[src/rtl/pogh_pkg.sv]
// Package: register map, field layout and shared types of the output gate
package pogh_pkg;

  ////////////////////////////////////////////////////////////////////////////
  // Register byte addresses
  localparam logic [31:0] POGH_ADDR_LOWER = 32'hFFFFF622;
  localparam logic [31:0] POGH_ADDR_HIZ0 = 32'hFFFFF630;
  localparam logic [31:0] POGH_ADDR_HIZ1 = 32'hFFFFF631;
  localparam logic [31:0] POGH_ADDR_UPPER = 32'hFFFFF640;

  ////////////////////////////////////////////////////////////////////////////
  // Reset values
  localparam logic [7:0] POGH_LOWER_RST = 8'hA8;
  localparam logic [7:0] POGH_UPPER_RST = 8'h00;
  localparam logic [3:0] POGH_HIZ_CFG_RST = 4'h0;

  // Arm registers: bits 1:0 are tied to zero
  localparam logic [7:0] POGH_ARM_MASK = 8'hFC;

  ////////////////////////////////////////////////////////////////////////////
  // Arm register fields: phase m uses invert at 2m+1, enable at 2m
  localparam int POGH_ARM_BASE = 2;
  localparam int POGH_PHASES = 3;

  // High-impedance control register fields
  localparam int POGH_HZ_EN = 7;
  localparam int POGH_HZ_CLRCOND = 6;
  localparam int POGH_HZ_FALL = 5;
  localparam int POGH_HZ_RISE = 4;
  localparam int POGH_HZ_TRIG = 3;
  localparam int POGH_HZ_CLR = 2;
  localparam int POGH_HZ_FLAG = 0;
  localparam int POGH_HZ_UNITS = 2;

  ////////////////////////////////////////////////////////////////////////////
  // Per-phase control pair taken from an arm register
  typedef struct packed {
    logic invert;
    logic enable;
  } pogh_arm_ctrl_t;

  // Stored configuration of one high-impedance controller
  typedef struct packed {
    logic enable;
    logic clearCond;
    logic fallSel;
    logic riseSel;
  } pogh_hiz_cfg_t;

  // One-cycle commands from a register write
  typedef struct packed {
    logic trigger;
    logic clear;
  } pogh_hiz_cmd_t;

endpackage : pogh_pkg

[src/rtl/pogh_output_gate.sv]
// Six-phase PWM output gating with high-impedance emergency control
`timescale 1ns/1ps
module pogh_output_gate
  import pogh_pkg::*;
(
  input wire logic clk,
  input wire logic nrst,
  input wire logic [31:0] busAddr,
  input wire logic [7:0] busWdata,
  input wire logic busWr,
  input wire logic busRd,
  input wire logic busBitMode,
  input wire logic [2:0] busBitSel,
  output logic [7:0] busRdata,
  input wire logic timerRunEnable,
  input wire logic [2:0] upperPosPhase,
  input wire logic [2:0] upperNegPhase,
  input wire logic [2:0] lowerPosPhase,
  input wire logic [2:0] lowerNegPhase,
  input wire logic [2:0] upperIsOutput,
  input wire logic [2:0] lowerIsOutput,
  input wire logic singlePhaseLevel,
  input wire logic singleIsOutput,
  input wire logic faultInput,
  output logic [2:0] upperArmPin,
  output logic [2:0] upperArmPinOe,
  output logic [2:0] lowerArmPin,
  output logic [2:0] lowerArmPinOe,
  output logic singlePhaseTimerPin,
  output logic singlePhaseTimerPinOe
);

  ////////////////////////////////////////////////////////////////////////////
  // Declarations
  logic [7:0] lowerArmOutputControl_q;
  logic [7:0] upperArmOutputControl_q;
  pogh_hiz_cfg_t hizCfg_q [POGH_HZ_UNITS];
  pogh_hiz_cmd_t hizCmd [POGH_HZ_UNITS];
  logic [POGH_HZ_UNITS-1:0] hizFlag;
  logic faultMeta_q;
  logic faultSync_q;
  logic faultPrev_q;
  logic [7:0] busRdata_q;
  logic [7:0] rdByte;
  logic selLower;
  logic selUpper;
  logic [POGH_HZ_UNITS-1:0] selHiz;
  logic [2:0] upperPin_d;
  logic [2:0] lowerPin_d;
  logic [2:0] upperPin_q;
  logic [2:0] lowerPin_q;
  logic [2:0] upperOe_q;
  logic [2:0] lowerOe_q;
  logic singlePin_q;
  logic singleOe_q;

  // Byte write, or single-bit write of wdata[0] into the selected bit
  function automatic logic [7:0] mergeWrite(input logic [7:0] old,
                                            input logic [7:0] wd,
                                            input logic bitMode,
                                            input logic [2:0] sel);
    logic [7:0] res;
    res = old;
    if (bitMode)
      res[sel] = wd[0];
    else
      res = wd;
    return res;
  endfunction : mergeWrite

  ////////////////////////////////////////////////////////////////////////////
  // Address decode; the bus is eight bits wide, so no 16-bit access exists
  assign selLower = busAddr == POGH_ADDR_LOWER;
  assign selUpper = busAddr == POGH_ADDR_UPPER;
  assign selHiz[0] = busAddr == POGH_ADDR_HIZ0;
  assign selHiz[1] = busAddr == POGH_ADDR_HIZ1;

  ////////////////////////////////////////////////////////////////////////////
  // Fault pin synchroniser; prev stage feeds the edge detector
  always_ff @(posedge clk)
  begin
    if (!nrst)
    begin
      faultMeta_q <= 1'b0;
      faultSync_q <= 1'b0;
      faultPrev_q <= 1'b0;
    end
    else
    begin
      faultMeta_q <= faultInput;
      faultSync_q <= faultMeta_q;
      faultPrev_q <= faultSync_q;
    end
  end

  ////////////////////////////////////////////////////////////////////////////
  // Lower-arm register: frozen while the timer runs, so every write
  // is ignored then; bits 1:0 are masked to zero
  always_ff @(posedge clk)
  begin
    if (!nrst)
      lowerArmOutputControl_q <= POGH_LOWER_RST;
    else if (busWr && selLower && !timerRunEnable)
      lowerArmOutputControl_q <= POGH_ARM_MASK &
        mergeWrite(lowerArmOutputControl_q, busWdata, busBitMode,
                   busBitSel);
  end

  // Upper-arm register; software is expected to enable here first
  always_ff @(posedge clk)
  begin
    if (!nrst)
      upperArmOutputControl_q <= POGH_UPPER_RST;
    else if (busWr && selUpper)
      upperArmOutputControl_q <= POGH_ARM_MASK &
        mergeWrite(upperArmOutputControl_q, busWdata, busBitMode,
                   busBitSel);
  end

  ////////////////////////////////////////////////////////////////////////////
  // High-impedance registers, one controller each, sharing the fault pin
  genvar u;
  generate
    for (u = 0; u < POGH_HZ_UNITS; u++)
    begin : g_hiz
      logic [7:0] cur;
      logic [7:0] wr;
      assign cur = {hizCfg_q[u], 1'b0, 1'b0, 1'b0, hizFlag[u]};
      assign wr = mergeWrite(cur, busWdata, busBitMode, busBitSel);
      // Command bits act only on a write that carries a 1 in them
      assign hizCmd[u].trigger = busWr && selHiz[u] &&
                                 wr[POGH_HZ_TRIG];
      assign hizCmd[u].clear = busWr && selHiz[u] &&
                               wr[POGH_HZ_CLR];

      // Rewriting read contents never fires a command: those bits read 0
      always_ff @(posedge clk)
      begin
        if (!nrst)
          hizCfg_q[u] <= POGH_HIZ_CFG_RST;
        else if (busWr && selHiz[u])
          hizCfg_q[u] <= wr[POGH_HZ_EN:POGH_HZ_RISE];
      end

      pogh_hiz_unit u_hiz (
        .clk(clk),
        .nrst(nrst),
        .cfg(hizCfg_q[u]),
        .cmd(hizCmd[u]),
        .faultLvl(faultSync_q),
        .faultPrev(faultPrev_q),
        .flag(hizFlag[u])
      );
    end
  endgenerate

  ////////////////////////////////////////////////////////////////////////////
  // Read mux; flag is visible, command bits and bit 1 read zero
  always_comb
  begin
    rdByte = 8'h00;
    if (selLower)
      rdByte = lowerArmOutputControl_q;
    else if (selUpper)
      rdByte = upperArmOutputControl_q;
    else if (selHiz[0])
      rdByte = g_hiz[0].cur;
    else if (selHiz[1])
      rdByte = g_hiz[1].cur;
    if (busBitMode)
      rdByte = {7'h00, rdByte[busBitSel]};
  end

  // Read data stand only in the cycle after the strobe
  always_ff @(posedge clk)
  begin
    if (!nrst)
      busRdata_q <= 8'h00;
    else if (busRd)
      busRdata_q <= rdByte;
    else
      busRdata_q <= 8'h00;
  end

  ////////////////////////////////////////////////////////////////////////////
  // Per-phase level selection from the truth table
  genvar p;
  generate
    for (p = 0; p < POGH_PHASES; p++)
    begin : g_phase
      pogh_arm_ctrl_t up;
      pogh_arm_ctrl_t lo;
      assign up = upperArmOutputControl_q[POGH_ARM_BASE+2*p +: 2];
      assign lo = lowerArmOutputControl_q[POGH_ARM_BASE+2*p +: 2];
      // Stopped timer or disabled pin: the invert bit is the level
      assign upperPin_d[p] = (up.enable && timerRunEnable) ?
        (up.invert ? upperNegPhase[p] : upperPosPhase[p]) :
        up.invert;
      assign lowerPin_d[p] = (lo.enable && timerRunEnable) ?
        (lo.invert ? lowerNegPhase[p] : lowerPosPhase[p]) :
        lo.invert;
    end
  endgenerate

  // Pin drivers; flag 1 drops the arm buffer enables, flag 0 the single-phase one, output pins only
  always_ff @(posedge clk)
  begin
    if (!nrst)
    begin
      upperPin_q <= 3'h0;
      lowerPin_q <= 3'h0;
      upperOe_q <= 3'h0;
      lowerOe_q <= 3'h0;
      singlePin_q <= 1'b0;
      singleOe_q <= 1'b0;
    end
    else
    begin
      upperPin_q <= upperPin_d;
      lowerPin_q <= lowerPin_d;
      upperOe_q <= upperIsOutput & {3{~hizFlag[1]}};
      lowerOe_q <= lowerIsOutput & {3{~hizFlag[1]}};
      singlePin_q <= singlePhaseLevel;
      singleOe_q <= singleIsOutput & ~hizFlag[0];
    end
  end

  assign busRdata = busRdata_q;
  assign upperArmPin = upperPin_q;
  assign lowerArmPin = lowerPin_q;
  assign upperArmPinOe = upperOe_q;
  assign lowerArmPinOe = lowerOe_q;
  assign singlePhaseTimerPin = singlePin_q;
  assign singlePhaseTimerPinOe = singleOe_q;
endmodule : pogh_output_gate

[src/rtl/pogh_hiz_unit.sv]
// High-impedance controller: fault edge detect and status flag
`timescale 1ns/1ps
module pogh_hiz_unit
  import pogh_pkg::*;
(
  input wire logic clk,
  input wire logic nrst,
  input pogh_hiz_cfg_t cfg,
  input pogh_hiz_cmd_t cmd,
  input wire logic faultLvl,
  input wire logic faultPrev,
  output logic flag
);

  ////////////////////////////////////////////////////////////////////////////
  // Edge and level qualification of the synchronised fault input
  logic edgeHit;
  logic faultActive;
  logic setReq;
  logic clrOk;
  logic flag_q;
  logic flag_d;

  // Only a transition counts, so a level already active at enable is ignored
  assign edgeHit = (cfg.riseSel & faultLvl & ~faultPrev) |
                   (cfg.fallSel & ~faultLvl & faultPrev);
  assign faultActive = (cfg.riseSel & faultLvl) |
                       (cfg.fallSel & ~faultLvl);
  assign setReq = cfg.enable & (cmd.trigger | edgeHit);
  // With clearCond set, clear is refused while the fault holds its active level
  assign clrOk = cfg.enable & cmd.clear &
                 ~(cfg.clearCond & faultActive);

  // Flag update: disable clears, set beats clear so no event is lost
  always_comb
  begin
    flag_d = flag_q;
    if (!cfg.enable)
      flag_d = 1'b0;
    else if (setReq)
      flag_d = 1'b1;
    else if (clrOk)
      flag_d = 1'b0;
  end

  always_ff @(posedge clk)
  begin
    if (!nrst)
      flag_q <= 1'b0;
    else
      flag_q <= flag_d;
  end

  assign flag = flag_q;
endmodule : pogh_hiz_unit

[config.mk]
export PLATFORM = sky130hd
export DESIGN_NAME = pogh_output_gate
export DESIGN_NICKNAME = d
export VERILOG_FILES = /design/src/rtl/pogh_pkg.sv /design/src/rtl/pogh_output_gate.sv /design/src/rtl/pogh_hiz_unit.sv
export SDC_FILE = /design/constraint.sdc
export NUM_CORES = 1
export LEC_CHECK = 0
export BUFFER_PORTS_ARGS = -buffer_cell sky130_fd_sc_hd__buf_2
export CAP_MARGIN = 20
export CORE_MARGIN = 1
export CORE_UTILIZATION = 44
export CTS_CLUSTER_DIAMETER = 200
export CTS_CLUSTER_SIZE = 40
export DETAILED_ROUTE_END_ITERATION = 7
export HOLD_SLACK_MARGIN = 0.06
export PLACE_DENSITY = 0.76
export SKIP_LAST_GASP = 1
export SYNTH_ARGS = -nofsm -noshare
export SYNTH_HDL_FRONTEND = slang
export SYNTH_HIERARCHICAL = 1
export SYNTH_SLANG_ARGS = --single-unit
export TNS_END_PERCENT = 100
[constraint.sdc]
create_clock -name clk -period 2.27 [get_ports clk]
set_input_delay 0.681 -clock clk [delete_from_list [all_inputs] [get_ports clk]]
set_output_delay 0.681 -clock clk [all_outputs]
set_load 0.02 [all_outputs]
### After elaboration in Yosys (flattened, before gate mapping)

Memory sizes are Yosys's and may differ from the RTL's.
Cells that the tools add are included.

| word-level totals | value |
|---|---|
| memories | 1 |
| logic and storage cells | 122 |
| memory bits (writable) | 8 |
| register bits | 39 |
| input port bits | 70 |

| cells by class | value |
|---|---|
| bitwise operators | 35 |
| reductions and logical operators | 23 |
| mux-type cells | 42 |
| equality and inequality tests | 4 |
| magnitude comparators | 2 |

Memories:

| name | words | bits a word | read ports | clocked after Yosys merged registers in | write ports | line | RTL |
|---|---|---|---|---|---|---|---|
| hizCfg_q | 2 | 4 | 2 | 0 | 2 | pogh_output_gate.sv:37 | `pogh_hiz_cfg_t hizCfg_q [POGH_HZ_UNITS];` |

Operator list:

| kind | number |
|---|---|
| 32-bit equality test, second input constant | 4 |
| 8-bit two-way mux | 8 |
| 8-bit bitwise mux | 4 |
| 1-bit two-way mux | 26 |
| 1-bit AND | 17 |
| 1-bit logical AND | 16 |
| 4-bit two-way mux | 2 |
| 1-bit inverter | 8 |
| 1-bit bitwise OR | 8 |
| 3-bit AND | 2 |
| 2-bit AND reduction | 3 |
| 3-bit by 4-bit < comparator with 1-bit output, second input constant | 1 |
| 2-bit nonzero test | 2 |
| 1-bit binary-select mux with 3-bit select | 1 |
| 1-bit demux with 3-bit select | 1 |
| 3-bit by 1-bit >= comparator with 1-bit output, second input constant | 1 |
| 3-bit OR reduction | 1 |
| 1-bit logical NOT | 1 |

### Logic depth before layout (Yosys ltp)

Gate-level depths: netlist of run 1.

| logic depth | value |
|---|---|
| word-level depth | 11 |
| mapped depth | 7 |
| depth with buffers taken out | 7 |

### Hierarchy

The synthesis of run 1 kept the hierarchy.

By module, submodules not included:

| module | times used | cells each | sequential area each (µm²) | area each (µm²) |
|---|---|---|---|---|
| pogh_output_gate | 1 | 255 | 960.9 | 2235.9 |
| pogh_hiz_unit | 2 | 9 | 20.0 | 75.1 |

### Worst setup path after synthesis of run 1

OpenSTA, ideal clock, no wires.

| timing path | value |
|---|---|
| path type | input to register |
| from | input port busAddr[0] |
| to | register busRdata_q[0], in the netlist busRdata[0] |
| path buffers | 1 |
| arrival time | 2273 ps |
| data required time | 2182 ps |
| stages on the path | 7 |
| setup slack | -91 ps |
| setup time | 88 ps |
| path through | buf_4 nor2_1 o21ai_1 a211o_1 or3_1 a311o_1 a311oi_2 |

| between the ends | value |
|---|---|
| cells in the longest elaborated chain, start to end | 8 |

RTL lines:

| item | line | RTL |
|---|---|---|
| start: declaration | pogh_output_gate.sv:8 | `input wire logic [31:0] busAddr,` |
| 32-bit equality test | pogh_output_gate.sv:76 | `assign selHiz[1] = busAddr == POGH_ADDR_HIZ1;` |
| 8-bit two-way mux | pogh_output_gate.sv:168 | `else if (selHiz[1])` |
| 8-bit two-way mux | pogh_output_gate.sv:166 | `else if (selHiz[0])` |
| 8-bit two-way mux | pogh_output_gate.sv:164 | `else if (selUpper)` |
| 8-bit two-way mux (*) | pogh_output_gate.sv:162 | `if (selLower)` |
| 1-bit binary-select mux with 3-bit select | pogh_output_gate.sv:171 | `rdByte = {7'h00, rdByte[busBitSel]};` |
| 1-bit two-way mux (not written as such) | pogh_output_gate.sv:171 |  |
| 1-bit two-way mux (*) | pogh_output_gate.sv:170 | `if (busBitMode)` |
| end signal: assignment | pogh_output_gate.sv:180 | `busRdata_q <= rdByte;` |
| end: declaration | pogh_output_gate.sv:43 | `logic [7:0] busRdata_q;` |

Every way passes the cells marked *; elsewhere a longest branch is shown, timed or not. The select of a mux whose other input is x is not followed.
A chain may end at the register's enable or synchronous reset.

### Final worst setup path of run 1

| timing path | value |
|---|---|
| from | input port busAddr[5] |
| to | register busRdata_q[0], in the netlist busRdata[0] |

The elaborated chain is that of the path after synthesis.

==> results of run 1 <==
-- path summary, 6_finish.rpt --
| path | from | end | slack (ns) |
|---|---|---|---|
| min reg2reg | faultMeta_q | faultSync_q | 0.44 |
| max reg2reg | lowerArmOutputControl_q[4] | busRdata[0] | 0.28 |
| min | faultMeta_q | faultSync_q | 0.44 |
| max | busAddr[5] | busRdata[0] | 0.07 |
-- worst max-delay path, stage by stage --
cell and delay (ns):
buf_2 0.15, nor3b_2 0.28, a22oi_1 0.17, a2111oi_1 0.55
buf_4 0.19, a31o_2 0.09, o21ai_1 0.07, a311oi_2 0.24
-- kinds of logic (layout without fill, tap and decap cells) --
family / after synthesis / in the layout
flops: 46 / 46
other cells: 1 / 1
buf+inv: 20 / 132
mux: 10 / 10
simple gates: 124 / 124
compound gates: 72 / 72
-- cells in the final DEF (no fill, tap or decap), types with 6 or more instances in the layout --
cell type  synthesis  layout
a21oi_1           16      16
a31oi_1            7       7
and2_1            14      14
buf_2              0      89
buf_4              2      28
dfxtp_1           38      38
edfxtp_1           8       8
inv_1              7       7
mux2i_1            7       7
nand2_1           22      22
nand4_1           10      10
nand4b_1           7       7
nor2_1            22      21
nor2b_1            6       6
nor3_1            13      12
o21ai_0           12      12
-- cell usage after synthesis, types with 2 or more instances --
| master | number | area share, % |
|---|---|---|
| o21ai_0 | 12 | 2.5 |
| clkbuf_1 | 9 | 1.4 |
| mux2i_1 | 7 | 2.9 |
| nor2_1 | 22 | 3.5 |
| nor4_1 | 2 | 0.52 |
| buf_1 | 2 | 0.31 |
| nor4b_1 | 2 | 0.73 |
| dfxtp_1 | 38 | 32 |
| or3_1 | 4 | 1.0 |
| nor3_1 | 13 | 2.7 |
| or2_2 | 2 | 0.52 |
| and3b_1 | 2 | 0.73 |
| o22ai_1 | 5 | 1.3 |
| a22oi_1 | 2 | 0.63 |
| o211ai_1 | 2 | 0.63 |
| and2_1 | 14 | 3.7 |
| a311oi_1 | 5 | 1.8 |
| o311ai_0 | 2 | 0.73 |
| a21boi_1 | 2 | 0.63 |
| o21ai_1 | 4 | 0.84 |
| a31oi_1 | 7 | 1.8 |
| and4b_1 | 2 | 0.84 |
| a31o_2 | 2 | 0.73 |
| nand2b_1 | 2 | 0.52 |
| nand2_1 | 22 | 3.5 |
| mux2_1 | 2 | 0.94 |
| nand3_1 | 5 | 1.0 |
| buf_4 | 2 | 0.63 |
| nor2b_1 | 6 | 1.6 |
| inv_1 | 7 | 1.1 |
| nand4b_1 | 7 | 2.6 |
| o21a_1 | 2 | 0.63 |
| o41ai_1 | 2 | 0.73 |
| o31ai_1 | 2 | 0.63 |
| nand4_1 | 10 | 2.6 |
| edfxtp_1 | 8 | 10 |
| a21oi_1 | 16 | 3.4 |
-- report_power, final --
group | switching (mW) | total (mW) | internal, mW | leakage (nW)
combinational | 0.133 | 0.243 | 0.110 | 0.867
sequential | 0.00957 | 0.856 | 0.847 | 0.393
clock | 0.324 | 0.554 | 0.231 | 0.0506
-- registers in the layout, summed over array words and instances (netlist names) --
signal,count
upperArmPin,3
upperArmPinOe,3
lowerArmPin,3
g_hiz.u_hiz/flag,2
faultSync_q,1
faultMeta_q,1
singlePhaseTimerPinOe,1
lowerArmPinOe,3
hizCfg_q,8
upperArmOutputControl_q,6
faultPrev_q,1
lowerArmOutputControl_q,6
singlePhaseTimerPin,1
busRdata,7
-- stage by stage --
stage / setup TNS [ns] / hold slack (ns) / utilization (%) / instance area (sq um)
2_1_floorplan: -0.01446 / 0.4119 / - / 2395
3_3_place_gp: -3.143 / 0.4154 / 59.58 / 3082
3_5_place_dp: -3.894 / 0.4232 / 59.58 / 3082
4_1_cts: 0 / 0.4472 / 61.47 / 3179
5_1_grt: 0 / 0.4661 / 61.59 / 3186
6_report: 0 / 0.4427 / 61.59 / 3186
-- layout make-up --
| class | instances | area share, % |
|---|---|---|
| clock buffers | 5 | 2.160 |
| multi-input cells | 207 | 41.36 |
| well taps | 70 | 2.749 |
| repair buffers | 117 | 20.58 |
| inverters | 7 | 0.8248 |
| flip-flops and latches | 46 | 31.42 |
| clock inverters | 3 | 0.9034 |
-- routing by layer --
metal | vias to the layer above | part of all wire [%] | GRT usage (%)
li1 | 1244 | - | -
met1 | 1147 | 43 | 30.12
met2 | 83 | 49 | 41.77
met3 | 20 | 5.4 | 4.630
met4 | 0 | 2.4 | 11.73
met5 | - | 0 | 0
-- timing repair --
action                     in CTS  in global routing
setup endpoints to repair       0                  2
hold buffers                    0                  0
gates resized for setup         0                  2
==> results.py, run 1 <==
metrics = {
    "status": {
        "outcome": "completed",
    },
    "worst_hold_path": {
        "hp-class": "flip-flop to flip-flop",
        "worstHoldPathCells": 1,
    },
    "power_and_ir_drop": {
        "peakVddDrop_uv": 347.0,
        "power_mw": 1.654,
        "p_leak_nw": 1.310,
        "power.density_mw_per_mm2": 519.1,
    },
    "timing": {
        "finalHoldViolCount": 0,
        "tightest_slew_ns": 0.6607,
        "timing.final.ws_setup_ns": 0.07164,
        "skew_ns": 0.007826,
        "rsz0062_at_grt": "false",
        "post-route-period-util_pct": 96.84,
        "setup_violations": 0,
        "finalCriticalPeriod_ns": 2.198,
        "max_freq_ghz": 0.4549,
        "relSlewSlack_pct": 55.49,
        "finalMaxSlewViolations": 0,
    },
    "drt": {
        "postRouteAntennaNets": 0,
        "drc": 0,
        "wirelength_microns": 6724,
        "routed_via_density": 5.481,
        "dr.pass1.iters": 4,
        "first_iter_violations": 171,
        "avgRoutedWirePerCell_microns": 14.78,
        "vias": 2494,
    },
    "synthesis": {
        "yosysWarnings": 6,
        "ys.flop_type": "dfxtp_1",
        "synth_area_per_cell_sq_um": 8.740,
        "synth.mux.area_fraction_pct": 4.352,
        "synthesis.nets": 343,
        "ys_ff_latch": 46,
        "syn-cell-area_sq_mm": 0.002386,
        "synth_edf_count": 8,
        "synth_compound_area_share_pct": 19.87,
        "synth.yosys.seq_area_share_pct": 41.95,
        "async_flop_share_pct": 0,
        "synth_top_family_by_area": "simple AND/OR/NAND/NOR gates",
        "yosys.area_share.simple_pct": 30.20,
        "synth_cell_types": 55,
        "yosys.area_share.xor_xnor_pct": 0,
        "syn_inst": 273,
        "synth_adder_area_share_pct": 0,
    },
    "floorplanning": {
        "initial_utilization_pct": 46.13,
        "ioPinCount": 92,
        "num_rows": 26,
        "die_w_microns": 75.64,
        "dieArea_sq_mm": 0.005721,
        "core_sq_mm": 0.005172,
        "die_h_microns": 75.64,
    },
    "clock_tree": {
        "cts_setup_buffers": 0,
        "root_buffer": "clkbuf_8",
        "clk_latency_ns": 0.31,
        "clkSinkCount": 46,
        "cts_buffers": 5,
        "clk_pin_slew_worst_paths_ns": 0.10,
        "cts_buffer_depth": 2,
        "h-tree-depth": 2,
        "cts_tree": "done",
    },
    "layout": {
        "drive_gt1_share_pct": 36.10,
        "fin_nets": 454,
        "diodes": 0,
        "nFillCells": 457,
        "seqCellArea_sq_mm": 0.001001,
        "multi_input_area_sq_mm": 0.001318,
        "instances_no_fill": 455,
        "syn_to_final_growth_pct": 33.51,
    },
    "placed_design": {
        "place_hpwl_microns": 5267,
        "routabilityCongestion": 0.9716,
        "preCtsSetupSlack_ns": -0.2929,
        "io_buffers": 89,
        "numPlacedInstances": 447,
    },
    "setup_path": {
        "crit_required_ns": 2.50,
        "rr_worst_depth": 6,
        "crit_fanout": 7,
        "endpoint_kind": "flip-flop",
        "crit_type": "input pin to flip-flop",
        "crit_path_start_kind": "input pin",
        "worstPathArrival_ns": 2.43,
    },
    "global_routing": {
        "grt_pass1_wl_microns": 10290,
        "grt_pass1_vias": 2264,
        "grt_use_total_pct": 24.59,
        "antenna_found_initial": 0,
        "grt_max_degree": 24,
        "grt.overflow.total": 0,
    },
    "flow_run": {
        "max-cap-violations": 0,
    },
}
(Power assumes the default switching activity.)
==> run 2: changes to the inputs <==
CORE_UTILIZATION = 30   (was 44)
PLACE_DENSITY = 0.55   (was 0.76)
RECOVER_POWER = 100   (was not set)
==> run 2 against run 1 <==
Die area increased by 45%; sequential share of layout area is 1.3 points lower; combinational power rose by 5%; clock power down 7.8%; sequential cell count unchanged; critical path depth decreased by 1; clock skew shrank 0.00089 ns; sequential power barely moved; cell area grew 4.4%; maximum frequency fell by 0.81%; via count is 1.4% higher; critical endpoint unchanged; largest power group unchanged.
==> results.py, run 2 (same netlist as run 1, synthesis figures left out) <==
metrics = {
    "setup_path": {
        "worstPathCellList": "buf_2 > or3_4 > buf_4 > a211o_1 > or3_1 > a311o_1 > a311oi_2",
        "r2r_start": "lowerArmOutputControl_q[4]",
        "crit_type": "input pin to flip-flop",
        "endpoint_kind": "flip-flop",
        "crit_required_ns": 2.47,
        "cp-startpoint": "busAddr[3]",
        "worstPathArrival_ns": 2.42,
        "cpMaxStageDelayCell": "or3_4",
        "crit_fanout": 4,
        "max_stage_delay_ns": 0.39,
        "reg2reg_to": "busRdata[0]",
        "rr_worst_depth": 6,
        "crit_path_start_kind": "input pin",
        "r2r_slack_ns": 0.30,
    },
    "layout": {
        "syn_to_final_growth_pct": 39.38,
        "final_cell_mix": "buf_2, dfxtp_1, buf_4",
        "nFillCells": 823,
        "fin_nets": 462,
        "drive_gt1_share_pct": 38.68,
        "largest_reg_flops": 8,
        "multi_input_area_sq_mm": 0.001356,
        "seqCellArea_sq_mm": 0.001001,
        "layout_commonest_cell": "buf_2",
        "diodes": 0,
        "regMostFlops": "hizCfg_q",
    },
    "floorplanning": {
        "initial_utilization_pct": 30.88,
        "ioPinCount": 92,
        "num_rows": 32,
        "die_w_microns": 91.18,
        "core_sq_mm": 0.007727,
        "dieArea_sq_mm": 0.008314,
        "die_h_microns": 91.18,
    },
    "drt": {
        "postRouteAntennaNets": 0,
        "vias": 2529,
        "first_iter_violations": 118,
        "avgRoutedWirePerCell_microns": 14.53,
        "routed_via_density": 5.109,
        "dr.pass1.iters": 4,
        "drc": 0,
        "wirelength_microns": 7194,
    },
    "worst_hold_path": {
        "holdPathEnd": "faultSync_q",
        "worstHoldPathCells": 1,
        "min_from": "faultMeta_q",
        "hp-class": "flip-flop to flip-flop",
    },
    "status": {
        "outcome": "completed",
    },
    "timing": {
        "finalHoldViolCount": 0,
        "relSlewSlack_pct": 49.89,
        "tightest_slew_ns": 0.7450,
        "timing.final.ws_setup_ns": 0.05358,
        "skew_ns": 0.006940,
        "max_freq_ghz": 0.4512,
        "setup_violations": 0,
        "rsz0062_at_grt": "true",
        "post-route-period-util_pct": 97.64,
        "finalMaxSlewViolations": 0,
        "finalCriticalPeriod_ns": 2.216,
    },
    "global_routing": {
        "use_met3_pct": 3.183,
        "grt_use_total_pct": 17.23,
        "antenna_found_initial": 0,
        "grt_max_degree": 19,
        "grt_use_met2_pct": 28.66,
        "top_usage_layer": "met2",
        "grt_pass1_wl_microns": 11330,
        "gr-usage-met1_pct": 22.52,
        "grt.overflow.total": 0,
        "grt_pass1_vias": 2334,
    },
    "power_and_ir_drop": {
        "power.density_mw_per_mm2": 487.6,
        "peakVddDrop_uv": 231.3,
        "power_mw": 1.622,
        "p_leak_nw": 1.362,
    },
    "clock_tree": {
        "clkSinkCount": 46,
        "clk_latency_ns": 0.30,
        "h-tree-depth": 2,
        "cts_tree": "done",
        "root_buffer": "clkbuf_8",
        "cts_buffer_depth": 2,
        "clk_pin_slew_worst_paths_ns": 0.08,
        "hold_buffers": 0,
        "cts_buffers": 5,
    },
    "placed_design": {
        "preCtsSetupSlack_ns": -0.3342,
        "place_hpwl_microns": 5675,
        "routabilityCongestion": 0.8319,
        "io_buffers": 89,
    },
    "flow_run": {
        "max-cap-violations": 0,
    },
}
run 2: cell types whose count changed in the layout (fill, tap and decap cells not counted), moves of 2 or more:
cell and change:
buf_4 +6, buf_6 +2, nor3_1 -2, nor3_2 +2
or3_1 -2, or3_4 +2
run 2: what timing repair did:
item	4_1_cts	5_1_grt
pin swaps	0	6
setup endpoints to repair	6	12
resized for setup	2	10
gates cloned	0	1
setup buffers	0	1
run 2: metal layers:
metal / wire (microns) / part of all wire [%]
met1: 3296 / 46
met2: 3421 / 48
met3: 427 / 5.9
met4: 49 / 0.68
met5: 0 / 0
run 2: cell type report:
class,instances,area share (%)
clock buffers,7,2.596
clock inverters,1,0.1505
inverters,7,0.7901
multi-input cells,207,40.78
flip-flops and latches,46,30.10
well taps,102,3.837
repair buffers,125,21.75
run 2: worst max path at each step:
stage	depth (start not counted)	to	slack, ns
2_1_floorplan	7	busRdata[0]	-0.01
3_3_place_gp	8	lowerArmOutputControl_q[5]	-0.29
3_5_place_dp	8	lowerArmOutputControl_q[5]	-0.33
4_1_cts	9	lowerArmOutputControl_q[3]	0.006
5_1_grt	9	lowerArmOutputControl_q[2]	-0.03
6_report	7	busRdata[0]	0.05
run 2: worst max-delay path: cells and delay by family:
family,cells,cell delay [ns]
simple gates,2,0.70
buf+inv,2,0.26
compound gates,3,0.78
run 2: power breakdown:
group | switching [mW] | internal (mW) | total, mW
registers | 0.0103 | 0.846 | 0.857
logic | 0.140 | 0.114 | 0.254
clock network | 0.265 | 0.246 | 0.511
total | 0.415 | 1.21 | 1.62
run 2: through the flow:
step	cells	hold WS, ns	cell area [sq um]	TNS, ns	util (%)
3_5_place_dp	485	0.4193	3167	-6.155	40.98
4_1_cts	493	0.4383	3269	0	42.31
2_1_floorplan	273	0.4119	2395	-0.01446	-
5_1_grt	495	0.4541	3326	-0.04219	43.04
3_3_place_gp	485	0.4148	3167	-5.356	40.98
6_report	495	0.4356	3326	0	43.04
